File: config.mk
export PLATFORM = sky130hd
export DESIGN_NAME = cpu_condition_flag_logic
export DESIGN_NICKNAME = d
export VERILOG_FILES = /design/src/design/flag_pkg.sv /design/src/design/cpu_condition_flag_logic.sv
export VERILOG_INCLUDE_DIRS = /design/src /design/src/design
export SDC_FILE = /design/constraint.sdc
export NUM_CORES = 1
export LEC_CHECK = 0
export ABC_AREA = 0
export ABC_CLOCK_PERIOD_IN_PS = 4000
export BUFFER_PORTS_ARGS = -buffer_cell sky130_fd_sc_hd__buf_2
export CORE_ASPECT_RATIO = 1.1
export CORE_MARGIN = 1
export CORE_UTILIZATION = 54
export DETAILED_ROUTE_END_ITERATION = 10
export PLACE_DENSITY = 0.79
export SLEW_MARGIN = 0
export SYNTH_ARGS = -nofsm -noshare
export SYNTH_HDL_FRONTEND = slang
export SYNTH_SLANG_ARGS = --single-unit
File: constraint.sdc
create_clock -name i_core_clk -period 4 [get_ports i_core_clk]
set_input_delay 0.4 -clock i_core_clk [delete_from_list [all_inputs] [get_ports i_core_clk]]
set_output_delay 0.4 -clock i_core_clk [all_outputs]
set_load 0.01 [all_outputs]
File: src/design/flag_regs.svh
`ifndef FLAG_REGS_SVH
`define FLAG_REGS_SVH

// register byte offsets, low address byte
`define OFS_OP 8'h00
`define OFS_OPA 8'h04
`define OFS_OPB 8'h08
`define OFS_RES 8'h0C
`define OFS_FLAGS 8'h10
`define OFS_IEL 8'h14
`define OFS_TST 8'h18

// reset values
`define RST_FLAGS 8'h00
`define RST_WORD 16'h0000
`define RST_IEL 1'b0
`define RST_TST 32'h0000_0000

// one T state per core clock period
`define T_STEP 32'h0000_0001

// packed bcd correction
`define BCD_DIGIT_MAX 4'h9
`define BCD_BYTE_MAX 8'h99
`define BCD_FIX 4'h6
`define BCD_SUB_LIM 4'h6

`endif

File: src/design/flag_pkg.sv
`default_nettype none
package flag_pkg;

    typedef enum logic [4:0] {
        OP_NOP = 5'h00,
        OP_ADD = 5'h01,
        OP_ADC = 5'h02,
        OP_SUB = 5'h03,
        OP_SBC = 5'h04,
        OP_CP = 5'h05,
        OP_NEG = 5'h06,
        OP_AND = 5'h07,
        OP_OR = 5'h08,
        OP_XOR = 5'h09,
        OP_INC = 5'h0A,
        OP_DEC = 5'h0B,
        OP_ADD16 = 5'h0C,
        OP_ADC16 = 5'h0D,
        OP_SBC16 = 5'h0E,
        OP_BCD_ADJ = 5'h0F,
        OP_CPL = 5'h10,
        OP_SCF = 5'h11,
        OP_CCF = 5'h12,
        OP_LDAIR = 5'h13
    } alu_op_t;

    // bit 7 down to bit 0 of the flag register
    typedef struct packed {
        logic s;
        logic z;
        logic y5;
        logic h;
        logic x3;
        logic pv;
        logic n;
        logic c;
    } flags_t;

    typedef struct packed {
        logic hsel;
        logic [31:0] haddr;
        logic [1:0] htrans;
        logic hwrite;
        logic [2:0] hsize;
        logic [31:0] hwdata;
        logic hready;
    } ahb_req_t;

    typedef struct packed {
        logic hreadyout;
        logic hresp;
        logic [31:0] hrdata;
    } ahb_rsp_t;

endpackage
`default_nettype wire

File: src/design/cpu_condition_flag_logic.sv
// What this block does
// [RULE_01] carry set on carry out of msb
// [RULE_02] zero set when result is all zero
// [RULE_03] sign follows result msb
// [RULE_04] shared bit: parity for logic, overflow arithmetic
// [RULE_05] parity one for even bit count
// [RULE_06] overflow one on signed range overflow
// [RULE_07] half carry from bit three into four
// [RULE_08] subtract mark set after subtract operations
// [RULE_09] decimal adjust uses half carry, subtract mark
// [RULE_10] byte operands 0..255, word operands 0..65535
// [RULE_11] time counted in T states, one clock
// [RULE_12] load from i or r copies enable latch
// [RULE_13] non flag operations leave flags alone
// [RULE_14] unaffected flags kept, reset/set flags forced
`include "flag_regs.svh"
`default_nettype none
module cpu_condition_flag_logic (
    // clock and reset
    input wire logic i_core_clk,
    input wire logic i_sys_rst,
    // ahb-lite slave
    input wire flag_pkg::ahb_req_t i_ahb,
    output var flag_pkg::ahb_rsp_t o_ahb,
    // toward the datapath
    output var flag_pkg::flags_t o_flags,
    output var logic [15:0] o_result
);
    import flag_pkg::*;

    ////////////////////////////////////////////////////////////////////
    // state
    logic [15:0] opa_q;
    logic [15:0] opb_q;
    logic [15:0] res_q;
    flags_t flags_q;
    logic iel_q;
    alu_op_t op_q;
    logic [31:0] tst_q;
    logic wr_pend_q;
    logic rd_pend_q;
    logic hit_q;
    logic [7:0] addr_q;
    logic hready_q;
    logic [31:0] rdata_q;
    flags_t nf;
    logic [15:0] nr;

    ////////////////////////////////////////////////////////////////////
    // bus decode
    wire ahb_go = i_ahb.hsel & i_ahb.hready & i_ahb.htrans[1];
    wire in_map = (i_ahb.haddr[31:8] == 24'h000000);
    wire wr_en = wr_pend_q & hit_q;
    wire exec = wr_en & (addr_q == `OFS_OP);
    wire wr_opa = wr_en & (addr_q == `OFS_OPA);
    wire wr_opb = wr_en & (addr_q == `OFS_OPB);
    wire wr_flags = wr_en & (addr_q == `OFS_FLAGS);
    wire wr_iel = wr_en & (addr_q == `OFS_IEL);
    wire alu_op_t op_w = alu_op_t'(i_ahb.hwdata[4:0]);
    wire [31:0] rd_mux =
        !hit_q ? 32'h0000_0000 :
        addr_q == `OFS_OP ? {27'h0000000, op_q} :
        addr_q == `OFS_OPA ? {16'h0000, opa_q} :
        addr_q == `OFS_OPB ? {16'h0000, opb_q} :
        addr_q == `OFS_RES ? {16'h0000, res_q} :
        addr_q == `OFS_FLAGS ? {24'h000000, flags_q} :
        addr_q == `OFS_IEL ? {31'h00000000, iel_q} :
        addr_q == `OFS_TST ? tst_q : 32'h0000_0000;

    ////////////////////////////////////////////////////////////////////
    // 8-bit arithmetic
    wire [7:0] a8 = opa_q[7:0]; // RULE_10
    wire [7:0] b8 = opb_q[7:0];
    wire is_neg = (op_w == OP_NEG);
    wire is_step = (op_w == OP_INC) | (op_w == OP_DEC);
    wire ci8 = flags_q.c & ((op_w == OP_ADC) | (op_w == OP_SBC));
    wire ci16 = flags_q.c & ((op_w == OP_ADC16) | (op_w == OP_SBC16));
    wire [7:0] xa = is_neg ? 8'h00 : a8;
    wire [7:0] xb = is_step ? 8'h01 : (is_neg ? a8 : b8);
    wire [8:0] add9 = {1'b0, xa} + {1'b0, xb} + {8'h00, ci8};
    wire [8:0] sub9 = {1'b0, xa} - {1'b0, xb} - {8'h00, ci8};
    wire [4:0] hadd = {1'b0, xa[3:0]} + {1'b0, xb[3:0]} + {4'h0, ci8};
    wire [4:0] hsub = {1'b0, xa[3:0]} - {1'b0, xb[3:0]} - {4'h0, ci8};
    wire vadd = (xa[7] == xb[7]) & (add9[7] != xa[7]);
    wire vsub = (xa[7] != xb[7]) & (sub9[7] != xa[7]);

    ////////////////////////////////////////////////////////////////////
    // 16-bit arithmetic
    wire [16:0] add17 = {1'b0, opa_q} + {1'b0, opb_q} + {16'h0000, ci16};
    wire [16:0] sub17 = {1'b0, opa_q} - {1'b0, opb_q} - {16'h0000, ci16};
    wire [12:0] h16a = {1'b0, opa_q[11:0]} + {1'b0, opb_q[11:0]}
        + {12'h000, ci16};
    wire [12:0] h16s = {1'b0, opa_q[11:0]} - {1'b0, opb_q[11:0]}
        - {12'h000, ci16};
    wire v16a = (opa_q[15] == opb_q[15]) & (add17[15] != opa_q[15]);
    wire v16s = (opa_q[15] != opb_q[15]) & (sub17[15] != opa_q[15]);

    ////////////////////////////////////////////////////////////////////
    // packed bcd correction
    wire lo_fix = flags_q.h | (a8[3:0] > `BCD_DIGIT_MAX); // RULE_09
    wire hi_fix = flags_q.c | (a8 > `BCD_BYTE_MAX); // RULE_09
    wire [7:0] corr = {hi_fix ? `BCD_FIX : 4'h0, lo_fix ? `BCD_FIX : 4'h0};
    wire [7:0] adj_r = flags_q.n ? a8 - corr : a8 + corr; // RULE_09
    wire adj_h = flags_q.n ? (flags_q.h & (a8[3:0] < `BCD_SUB_LIM))
        : (a8[3:0] > `BCD_DIGIT_MAX);

    ////////////////////////////////////////////////////////////////////
    // flag selection per operation
    always_comb begin
        logic [7:0] r8;
        logic wr8;
        logic zs8;
        r8 = 8'h00;
        wr8 = 1'b0;
        zs8 = 1'b0;
        nf = flags_q; // RULE_14
        nr = res_q;
        unique case (op_w)
            OP_ADD, OP_ADC, OP_INC: begin
                r8 = add9[7:0];
                wr8 = 1'b1;
                zs8 = 1'b1;
                nf.h = hadd[4]; // RULE_07
                nf.pv = vadd; // RULE_04 RULE_06
                nf.n = 1'b0;
                if (op_w != OP_INC) begin
                    nf.c = add9[8]; // RULE_01
                end
            end
            OP_SUB, OP_SBC, OP_CP, OP_NEG, OP_DEC: begin
                r8 = sub9[7:0];
                wr8 = (op_w != OP_CP);
                zs8 = 1'b1;
                nf.h = hsub[4]; // RULE_07
                nf.pv = vsub; // RULE_06
                nf.n = 1'b1; // RULE_08
                if (op_w != OP_DEC) begin
                    nf.c = sub9[8]; // RULE_01
                end
            end
            OP_AND, OP_OR, OP_XOR: begin
                r8 = (op_w == OP_AND) ? a8 & b8 :
                    (op_w == OP_OR) ? a8 | b8 : a8 ^ b8;
                wr8 = 1'b1;
                zs8 = 1'b1;
                nf.c = 1'b0;
                nf.h = (op_w == OP_AND);
                nf.n = 1'b0;
                nf.pv = ~^r8; // RULE_04 RULE_05
            end
            OP_ADD16: begin
                nr = add17[15:0];
                nf.c = add17[16]; // RULE_01
                nf.h = h16a[12];
                nf.n = 1'b0;
            end
            OP_ADC16, OP_SBC16: begin
                nr = (op_w == OP_ADC16) ? add17[15:0] : sub17[15:0];
                nf.c = (op_w == OP_ADC16) ? add17[16] : sub17[16];
                nf.h = (op_w == OP_ADC16) ? h16a[12] : h16s[12];
                nf.pv = (op_w == OP_ADC16) ? v16a : v16s; // RULE_06
                nf.n = (op_w == OP_SBC16); // RULE_08
                nf.z = (nr == 16'h0000); // RULE_02
                nf.s = nr[15]; // RULE_03
            end
            OP_BCD_ADJ: begin
                r8 = adj_r;
                wr8 = 1'b1;
                zs8 = 1'b1;
                nf.c = hi_fix; // RULE_09
                nf.h = adj_h; // RULE_09
                nf.pv = ~^adj_r; // RULE_05
            end
            OP_CPL: begin
                r8 = ~a8;
                wr8 = 1'b1;
                nf.n = 1'b1;
                nf.h = 1'b1;
            end
            OP_SCF: begin
                nf.c = 1'b1; // RULE_14
                nf.n = 1'b0;
                nf.h = 1'b0;
            end
            OP_CCF: begin
                nf.h = flags_q.c;
                nf.c = ~flags_q.c;
                nf.n = 1'b0;
            end
            OP_LDAIR: begin
                r8 = a8;
                wr8 = 1'b1;
                zs8 = 1'b1;
                nf.pv = iel_q; // RULE_12
                nf.n = 1'b0;
                nf.h = 1'b0;
            end
            OP_NOP: begin
                nf = flags_q; // RULE_13
            end
            default: begin
                nf = flags_q; // RULE_13
            end
        endcase
        if (zs8) begin
            nf.z = (r8 == 8'h00); // RULE_02
            nf.s = r8[7]; // RULE_03
        end
        if (wr8) begin
            nr = {8'h00, r8}; // RULE_10
        end
    end

    ////////////////////////////////////////////////////////////////////
    // bus slave: writes zero wait, reads one wait state
    always_ff @(posedge i_core_clk) begin
        if (i_sys_rst) begin
            wr_pend_q <= 1'b0;
            rd_pend_q <= 1'b0;
            hit_q <= 1'b0;
            addr_q <= 8'h00;
            hready_q <= 1'b1;
            rdata_q <= 32'h0000_0000;
        end else if (rd_pend_q) begin
            rd_pend_q <= 1'b0;
            hready_q <= 1'b1;
            rdata_q <= rd_mux;
        end else begin
            wr_pend_q <= ahb_go & i_ahb.hwrite;
            rd_pend_q <= ahb_go & ~i_ahb.hwrite;
            hready_q <= ~(ahb_go & ~i_ahb.hwrite);
            hit_q <= ahb_go & in_map;
            addr_q <= ahb_go ? i_ahb.haddr[7:0] : addr_q;
        end
    end

    ////////////////////////////////////////////////////////////////////
    // operand, result and flag registers
    always_ff @(posedge i_core_clk) begin
        if (i_sys_rst) begin
            opa_q <= `RST_WORD;
            opb_q <= `RST_WORD;
            res_q <= `RST_WORD;
            flags_q <= flags_t'(`RST_FLAGS);
            iel_q <= `RST_IEL;
            op_q <= OP_NOP;
            tst_q <= `RST_TST;
        end else begin
            tst_q <= tst_q + `T_STEP; // RULE_11
            opa_q <= wr_opa ? i_ahb.hwdata[15:0] : opa_q; // RULE_10
            opb_q <= wr_opb ? i_ahb.hwdata[15:0] : opb_q; // RULE_10
            iel_q <= wr_iel ? i_ahb.hwdata[0] : iel_q;
            op_q <= exec ? op_w : op_q;
            res_q <= exec ? nr : res_q;
            if (exec) begin
                flags_q <= nf;
            end else if (wr_flags) begin
                flags_q <= flags_t'(i_ahb.hwdata[7:0]);
            end
        end
    end

    assign o_ahb = {hready_q, 1'b0, rdata_q};
    assign o_flags = flags_q;
    assign o_result = res_q;

    ////////////////////////////////////////////////////////////////////
    // checks
    carry_add_a: // RULE_01
        assert property (@(posedge i_core_clk) disable iff (i_sys_rst)
            exec && op_w == OP_ADD |=> flags_q.c == $past(add9[8]))
        else $error("carry not taken from bit 7 sum");

    zero_sub_a: // RULE_02
        assert property (@(posedge i_core_clk) disable iff (i_sys_rst)
            exec && op_w == OP_SUB |=> flags_q.z == (res_q[7:0] == 8'h00))
        else $error("zero flag does not match result");

    sign_and_a: // RULE_03
        assert property (@(posedge i_core_clk) disable iff (i_sys_rst)
            exec && op_w == OP_AND |=> flags_q.s == res_q[7])
        else $error("sign flag does not match result msb");

    parity_xor_a: // RULE_05
        assert property (@(posedge i_core_clk) disable iff (i_sys_rst)
            exec && op_w == OP_XOR |=> flags_q.pv == ~^res_q[7:0])
        else $error("parity flag wrong after logic op");

    overflow_add_a: // RULE_06
        assert property (@(posedge i_core_clk) disable iff (i_sys_rst)
            exec && op_w == OP_ADD |=> flags_q.pv ==
            (($past(a8[7]) == $past(b8[7])) && res_q[7] != $past(a8[7])))
        else $error("overflow flag wrong after add");

    half_add_a: // RULE_07
        assert property (@(posedge i_core_clk) disable iff (i_sys_rst)
            exec && op_w == OP_ADD |=> flags_q.h ==
            (({1'b0, $past(a8[3:0])} + {1'b0, $past(b8[3:0])}) > 5'h0F))
        else $error("half carry wrong after add");

    sub_mark_a: // RULE_08
        assert property (@(posedge i_core_clk) disable iff (i_sys_rst)
            exec && (op_w == OP_SUB || op_w == OP_DEC) |=> flags_q.n)
        else $error("subtract mark not set");

    bcd_fix_a: // RULE_09
        assert property (@(posedge i_core_clk) disable iff (i_sys_rst)
            exec && op_w == OP_BCD_ADJ && a8 == 8'h0A && flags_q[4:0] == 5'h00
            |=> res_q == 16'h0010 && !flags_q.c)
        else $error("decimal adjust wrong for 0A");

    word_wrap_a: // RULE_10
        assert property (@(posedge i_core_clk) disable iff (i_sys_rst)
            exec && op_w == OP_ADD16 && opa_q == 16'hFFFF && opb_q == 16'h0001
            |=> res_q == 16'h0000 && flags_q.c)
        else $error("word add does not wrap at 65535");

    tstate_step_a: // RULE_11
        assert property (@(posedge i_core_clk) disable iff (i_sys_rst)
            !i_sys_rst |=> tst_q == $past(tst_q) + `T_STEP)
        else $error("T state count missed a clock");

    iel_copy_a: // RULE_12
        assert property (@(posedge i_core_clk) disable iff (i_sys_rst)
            exec && op_w == OP_LDAIR |=> flags_q.pv == $past(iel_q))
        else $error("enable latch not copied to pv");

    nop_keep_a: // RULE_13
        assert property (@(posedge i_core_clk) disable iff (i_sys_rst)
            exec && op_w == OP_NOP |=> $stable(flags_q))
        else $error("flags changed by non flag op");

    scf_force_a: // RULE_14
        assert property (@(posedge i_core_clk) disable iff (i_sys_rst)
            exec && op_w == OP_SCF |=> flags_q.c && !flags_q.n && !flags_q.h
            && flags_q.z == $past(flags_q.z))
        else $error("set carry did not force or keep flags");

    read_wait_a:
        assert property (@(posedge i_core_clk) disable iff (i_sys_rst)
            ahb_go && !i_ahb.hwrite |=> !hready_q ##1 hready_q)
        else $error("read did not take one wait state");

endmodule
`default_nettype wire

# Word-level counts from Yosys, hierarchy flattened
# Cells that the tools add are included.
# op_classes
add_sub_neg,19
mul,0
n_div,0
magnitude_cmp,3
eq_ne,43
shift,0
muxes,36
bitwise_logic,32
reduce_logical,26
# op_table
op,count
32-bit two-way mux,8
8-bit two-way mux,8
8-bit one-hot mux with 6 select lines,1
5-bit by 4-bit equality test with 1-bit output (second input constant),8
32-bit by 1-bit adder with 32-bit output (second input constant),1
16-bit two-way mux,2
16-bit one-hot mux with 2 select lines,1
8-bit by 5-bit equality test with 1-bit output (second input constant),3
24-bit logical NOT,1
5-bit by 3-bit equality test with 1-bit output (second input constant),4
5-bit equality test (second input constant),4
1-bit AND,18
16-bit by 16-bit adder with 17-bit output,1
17-bit by 1-bit adder with 17-bit output,1
16-bit by 16-bit subtractor with 17-bit output,1
17-bit by 1-bit subtractor with 17-bit output,1
8-bit by 4-bit equality test with 1-bit output (second input constant),2
16-bit logical NOT,1
8-bit logical NOT,2
8-bit XNOR reduction,2
2-bit AND reduction,7
12-bit by 12-bit adder with 13-bit output,1
13-bit by 1-bit adder with 13-bit output,1
13-bit OR reduction,1
51 further kinds,79
# totals
register_bits,138
latch_bits,0
mem_bits_rw,0
rom_bits,0
in_bits,74
output_inout_bits,58
elab_cells,179
mem_count,0

# Depth between registers and ports, before layout
# depth
ltp_word,9
ltp_mapped,20
depth_no_buf,17

# Worst setup path before layout
# No wires, ideal clock.
# synth_timing
path_kind,input to register
startpoint,input port i_ahb[5] in the netlist's numbering
endpoint,"register flags_q, in the netlist o_flags[0]"
setup_ns,0.115
arrival_time_ns,4.203
required_time_ns,3.885
path_slack_ns,-0.318
cell_stages,19
cell_sequence,buf_2 buf_2 buf_2 buf_2 nor3_1 o21ai_0 nand2b_1 fa_1 inv_1 fa_1 nand2b_1 a2111oi_0 nor3_1 a31oi_1 xnor2_1 nor2_1 a311oi_1 o221a_2 a2111oi_0
# synth_between
elab_chain_len,8
elab_cells_between_ends,46
classes_between,6 x add/sub; 22 x eq/ne; 8 x mux; 5 x bitwise; 5 x reduce/logical
# synth_rtl
item,line_no,rtl
"start, declared",cpu_condition_flag_logic.sv:23,"input wire flag_pkg::ahb_req_t i_ahb,"
5-bit by 3-bit equality test with 1-bit output or 5-bit by 4-bit equality test with 1-bit output (tied branches),"cpu_condition_flag_logic.sv:74, cpu_condition_flag_logic.sv:118, cpu_condition_flag_logic.sv:75",
8-bit two-way mux or 1-bit OR (tied branches),"cpu_condition_flag_logic.sv:79, cpu_condition_flag_logic.sv:75",
8-bit two-way mux,cpu_condition_flag_logic.sv:79,wire [7:0] xb = is_step ? 8'h01 : (is_neg ? a8 : b8);
8-bit by 8-bit subtractor with 9-bit output or 8-bit by 8-bit adder with 9-bit output (tied branches),"cpu_condition_flag_logic.sv:81, cpu_condition_flag_logic.sv:80",
9-bit by 1-bit subtractor with 9-bit output or 9-bit by 1-bit adder with 9-bit output (tied branches),"cpu_condition_flag_logic.sv:81, cpu_condition_flag_logic.sv:80",
1-bit two-way mux (on tied branches),"cpu_condition_flag_logic.sv:137, cpu_condition_flag_logic.sv:126",
1-bit one-hot mux with 8 select lines,cpu_condition_flag_logic.sv:118,unique case (op_w)
8-bit two-way mux,cpu_condition_flag_logic.sv:255,if (exec) begin
"end signal, assigned",cpu_condition_flag_logic.sv:244,flags_q <= flags_t'(`RST_FLAGS);
"end signal, assigned",cpu_condition_flag_logic.sv:256,flags_q <= nf;
"end signal, assigned",cpu_condition_flag_logic.sv:258,flags_q <= flags_t'(i_ahb.hwdata[7:0]);
"end, declared",cpu_condition_flag_logic.sv:36,flags_t flags_q;
# Parallel ways exist; a longest one is shown, timed or not. The select of a mux whose other input is x is not followed.
# A chain may end at the register's enable or synchronous reset.

# Worst setup path in the final report
# layout_timing
startpoint,register opa_q[1]
endpoint,"register flags_q, in the netlist o_flags[7]"
# layout_between
elab_chain_len,8
elab_cells_between_ends,25
classes_between,10 x add/sub; 2 x order compare; 11 x mux; 2 x bitwise
# layout_rtl
item,line_no,rtl
"start, declared",cpu_condition_flag_logic.sv:33,logic [15:0] opa_q;
"start signal, assigned",cpu_condition_flag_logic.sv:241,opa_q <= `RST_WORD;
"start signal, assigned",cpu_condition_flag_logic.sv:250,opa_q <= wr_opa ? i_ahb.hwdata[15:0] : opa_q;
8-bit greater-than comparator (no line) or 4-bit greater-than comparator (tied branches),-,
1-bit OR (on tied branches),"cpu_condition_flag_logic.sv:101, cpu_condition_flag_logic.sv:100",
3-bit two-way mux,cpu_condition_flag_logic.sv:102,"wire [7:0] corr = {hi_fix ? `BCD_FIX : 4'h0, lo_fix ? `BCD_FIX : 4'h0};"
8-bit by 7-bit adder with 8-bit output or 8-bit by 7-bit subtractor with 8-bit output (tied branches),cpu_condition_flag_logic.sv:103,wire [7:0] adj_r = flags_q.n ? a8 - corr : a8 + corr;
8-bit two-way mux,cpu_condition_flag_logic.sv:103,
8-bit one-hot mux with 6 select lines,cpu_condition_flag_logic.sv:118,
2-bit two-way mux (*),cpu_condition_flag_logic.sv:205,if (zs8) begin
8-bit two-way mux (*),cpu_condition_flag_logic.sv:255,
# Mark *: on every way between the ends. The rest lies on a longest branch, timed or not. The select of a mux whose other input is x is not followed.

==> metrics.yaml <==
status: "finished clean"
fp.dieW_um: 135
antenna_found_initial: 1
io_buffers: 110
htree_num_levels: 4
synth_nets: 1583
yosysSeqAreaShare_pct: 26.3
ant_nets: 0
r2r_end: "o_flags[7]$_SDFFE_PP0P_"
dp.cells: 1771
vdd_drop_max_uv: 304
drt-total-wl_um: 35200
syn_to_final_growth_pct: 16.5
cts.clk_slew.worst_paths_ns: 0.06
stdcell_count: 1803
startpoint: "opa_q[1]$_SDFFE_PP0P_"
cts_hold_buffers: 0
crit_end: "o_flags[7]$_SDFFE_PP0P_"
busiest_layer: "met2"
final.min_clock_period_ns: 3.75
tightest_slew_ns: 1.07
synthDistinctLibCells: 76
grt-ovfl-total: 0
fmax_mhz: 266
post_cts_buffers: 0
drive_above_1_share_pct: 15.0
clockRootBuffer: "clkbuf_16"
cts_inserted_buffers: 17
met3_usage_pct: 7.29
grt_pass1_vias: 10539
maxSlewViolCount: 0
cp.arrival_ns: 4.09
pin_count: 132
hp-class: "primary input to flop"
ys.flop_type: "dfxtp_1"
nFillCells: 1700
initial_core_util_pct: 55.1
die_y_um: 148
grt_max_degree: 89
cts_tree: "yes"
hpwlAfterDp_um: 26500
rows: 53
path_max_fanout: 6
insertion_delay_ns: 0.43
yosys_register_bits: 138
reg2reg_from: "opa_q[1]$_SDFFE_PP0P_"
dr.pass1.iters: 9
nets: 1708
routabilityCongestion: 1.04
setup_tns_ns: 0
clock-sinks: 138
synthArstFlopShare_pct: 0
start_kind: "flop"
drv_cap: 0
min_period_over_period_pct: 93.9
vias: 11304
remaining_drc_errors: 0
synth_edf_count: 0
synth_area_per_cell_um2: 7.42
pwr_density_cell_nw_per_um2: 262
cp.required_ns: 4.34
timing_worst_setup_path_type: "flop to flop"
setup_viol: 0
grt_pass1_wl_um: 55300
die_area_um2: 20000
gr-usage-met2_pct: 56.7
clockBufferDepth: 2
grt_usage_pct: 35.5
syn_area_um2: 10500
netlist_instances: 1418
wl_per_cell_um: 19.5
yosysWarnings: 0
avgViaCountPerCell: 6.27
maxSlewHeadroom_pct: 28.1
worstSetupEndpointType: "flop"
p_leak_nw: 5.02
rrSetupSlack_ns: 0.25
hold_depth: 3
met1_usage_pct: 43.9
skew_ns: 0.00519
reg2regPathDepth: 15
finalHoldViolations: 0
core-area_um2: 19100
grt_setup_unrepaired: "no"
drt-initial-drc-count: 1374
ctsResizeCount: 0
## cell usage in the layout (no fill, tap or decap), drive strengths merged, types with 12 or more instances in the layout
cell / instances
nand2: 208
buf: 184
a21oi: 143
dfxtp: 138
nor2: 137
inv: 88
ha: 83
o21ai: 64
xnor2: 60
a22oi: 42
nor3: 28
xor2: 24
clkbuf: 23
nand3: 21
nand2b: 20
or3: 15
mux2i: 15
o211ai: 15
a22o: 14
nor2b: 13
a31oi: 13
nor4: 13
and3: 12
## final cells by class
cell class	count	area (µm²)	share of cell area, %
Antenna cell	1	2.50	0.0204
Clock buffer	23	468	3.82
Multi-Input combinational cell	1113	7150	58.4
Sequential cell	138	2760	22.5
Clock inverter	8	119	0.970
Inverter	89	334	2.73
Timing Repair Buffer	184	1110	9.05
Tap cell	247	309	2.52
## worst min-delay path by stage
stage                    startpoint                      to
6_report                  i_ahb[43]  addr_q[4]$_SDFFE_PP0P_
5_1_grt                   i_ahb[41]  addr_q[2]$_SDFFE_PP0P_
4_1_cts                   i_ahb[43]  addr_q[4]$_SDFFE_PP0P_
3_5_place_dp   op_q[3]$_SDFFE_PP0P_    op_q[3]$_SDFFE_PP0P_
3_3_place_gp   op_q[3]$_SDFFE_PP0P_    op_q[3]$_SDFFE_PP0P_
2_1_floorplan  op_q[0]$_SDFFE_PP0P_    op_q[0]$_SDFFE_PP0P_
## state kept, by name (all words and copies together) (netlist names), 5 cells and up
register	cells
op_q	5
tst_q	32
opa_q	16
rdata_q	32
o_flags	8
opb_q	16
o_result	16
addr_q	8
## power by group
group          internal, mW  switching, mW  total, mW
logic                0.0810          0.152      0.233
registers              1.38        0.00809       1.39
clock network          1.01          0.577       1.58
## worst max-delay path: stages (launching register included)
cell and delay, ns:
dfxtp_1 0.41, or2_2 0.38, a311o_1 0.36, a21oi_1 0.21, ha_1 0.26, inv_1 0.05, o21ai_0 0.07, ha_1 0.34
a31o_2 0.22, a21oi_1 0.17, xnor2_1 0.13, o31ai_1 0.24, a221oi_1 0.09, buf_4 0.21, or3_1 0.34, a311oi_1 0.20
## stage by stage
step	area (µm²)	utilization (%)	setup WS, ns	hold slack [ns]	power, mW
floorplan	10500	-	-0.0280	0.436	1.55
global placement	11700	61.1	0.0433	0.442	1.64
detailed placement	11700	61.1	-0.0803	0.449	1.64
CTS	12200	64.1	0.296	0.205	3.21
global route	12300	64.2	0.0191	0.209	3.29
finish	12300	64.2	0.246	0.212	3.20
## kinds of logic (layout without fill, tap and decap cells)
| kind of cell | Yosys count | in the layout | synth area share (%) |
|---|---|---|---|
| xor+xnor | 85 | 85 | 7.21 |
| simple gates | 520 | 520 | 22.8 |
| flops | 138 | 138 | 26.3 |
| mux | 17 | 17 | 1.64 |
| fa+ha+maj | 91 | 91 | 11.4 |
| buf+inv | 167 | 304 | 6.09 |
| compound gates | 399 | 399 | 24.5 |
| other cells | 1 | 2 | 0.0357 |
## synthesized netlist by cell type, types with 14 or more instances
| cell | n | area (µm²) |
|---|---|---|
| a21oi_1 | 143 | 716 |
| a22o_1 | 14 | 123 |
| a22oi_1 | 42 | 315 |
| clkbuf_1 | 67 | 251 |
| dfxtp_1 | 138 | 2760 |
| ha_1 | 83 | 1040 |
| inv_1 | 88 | 330 |
| mux2i_1 | 15 | 150 |
| nand2_1 | 208 | 781 |
| nand2b_1 | 20 | 125 |
| nand3_1 | 21 | 105 |
| nor2_1 | 136 | 510 |
| nor3_1 | 27 | 135 |
| o211ai_1 | 14 | 105 |
| o21ai_0 | 61 | 305 |
| or3_1 | 15 | 93.8 |
| xnor2_1 | 60 | 526 |
| xor2_1 | 24 | 210 |
## layer usage
layer | share of wire (%) | wire [µm]
met4 | 6.0 | 2110
met3 | 8.4 | 2960
met1 | 40 | 14100
met5 | 0 | 0
met2 | 45 | 16000
No activity file was read; power rests on OpenSTA's default activity.
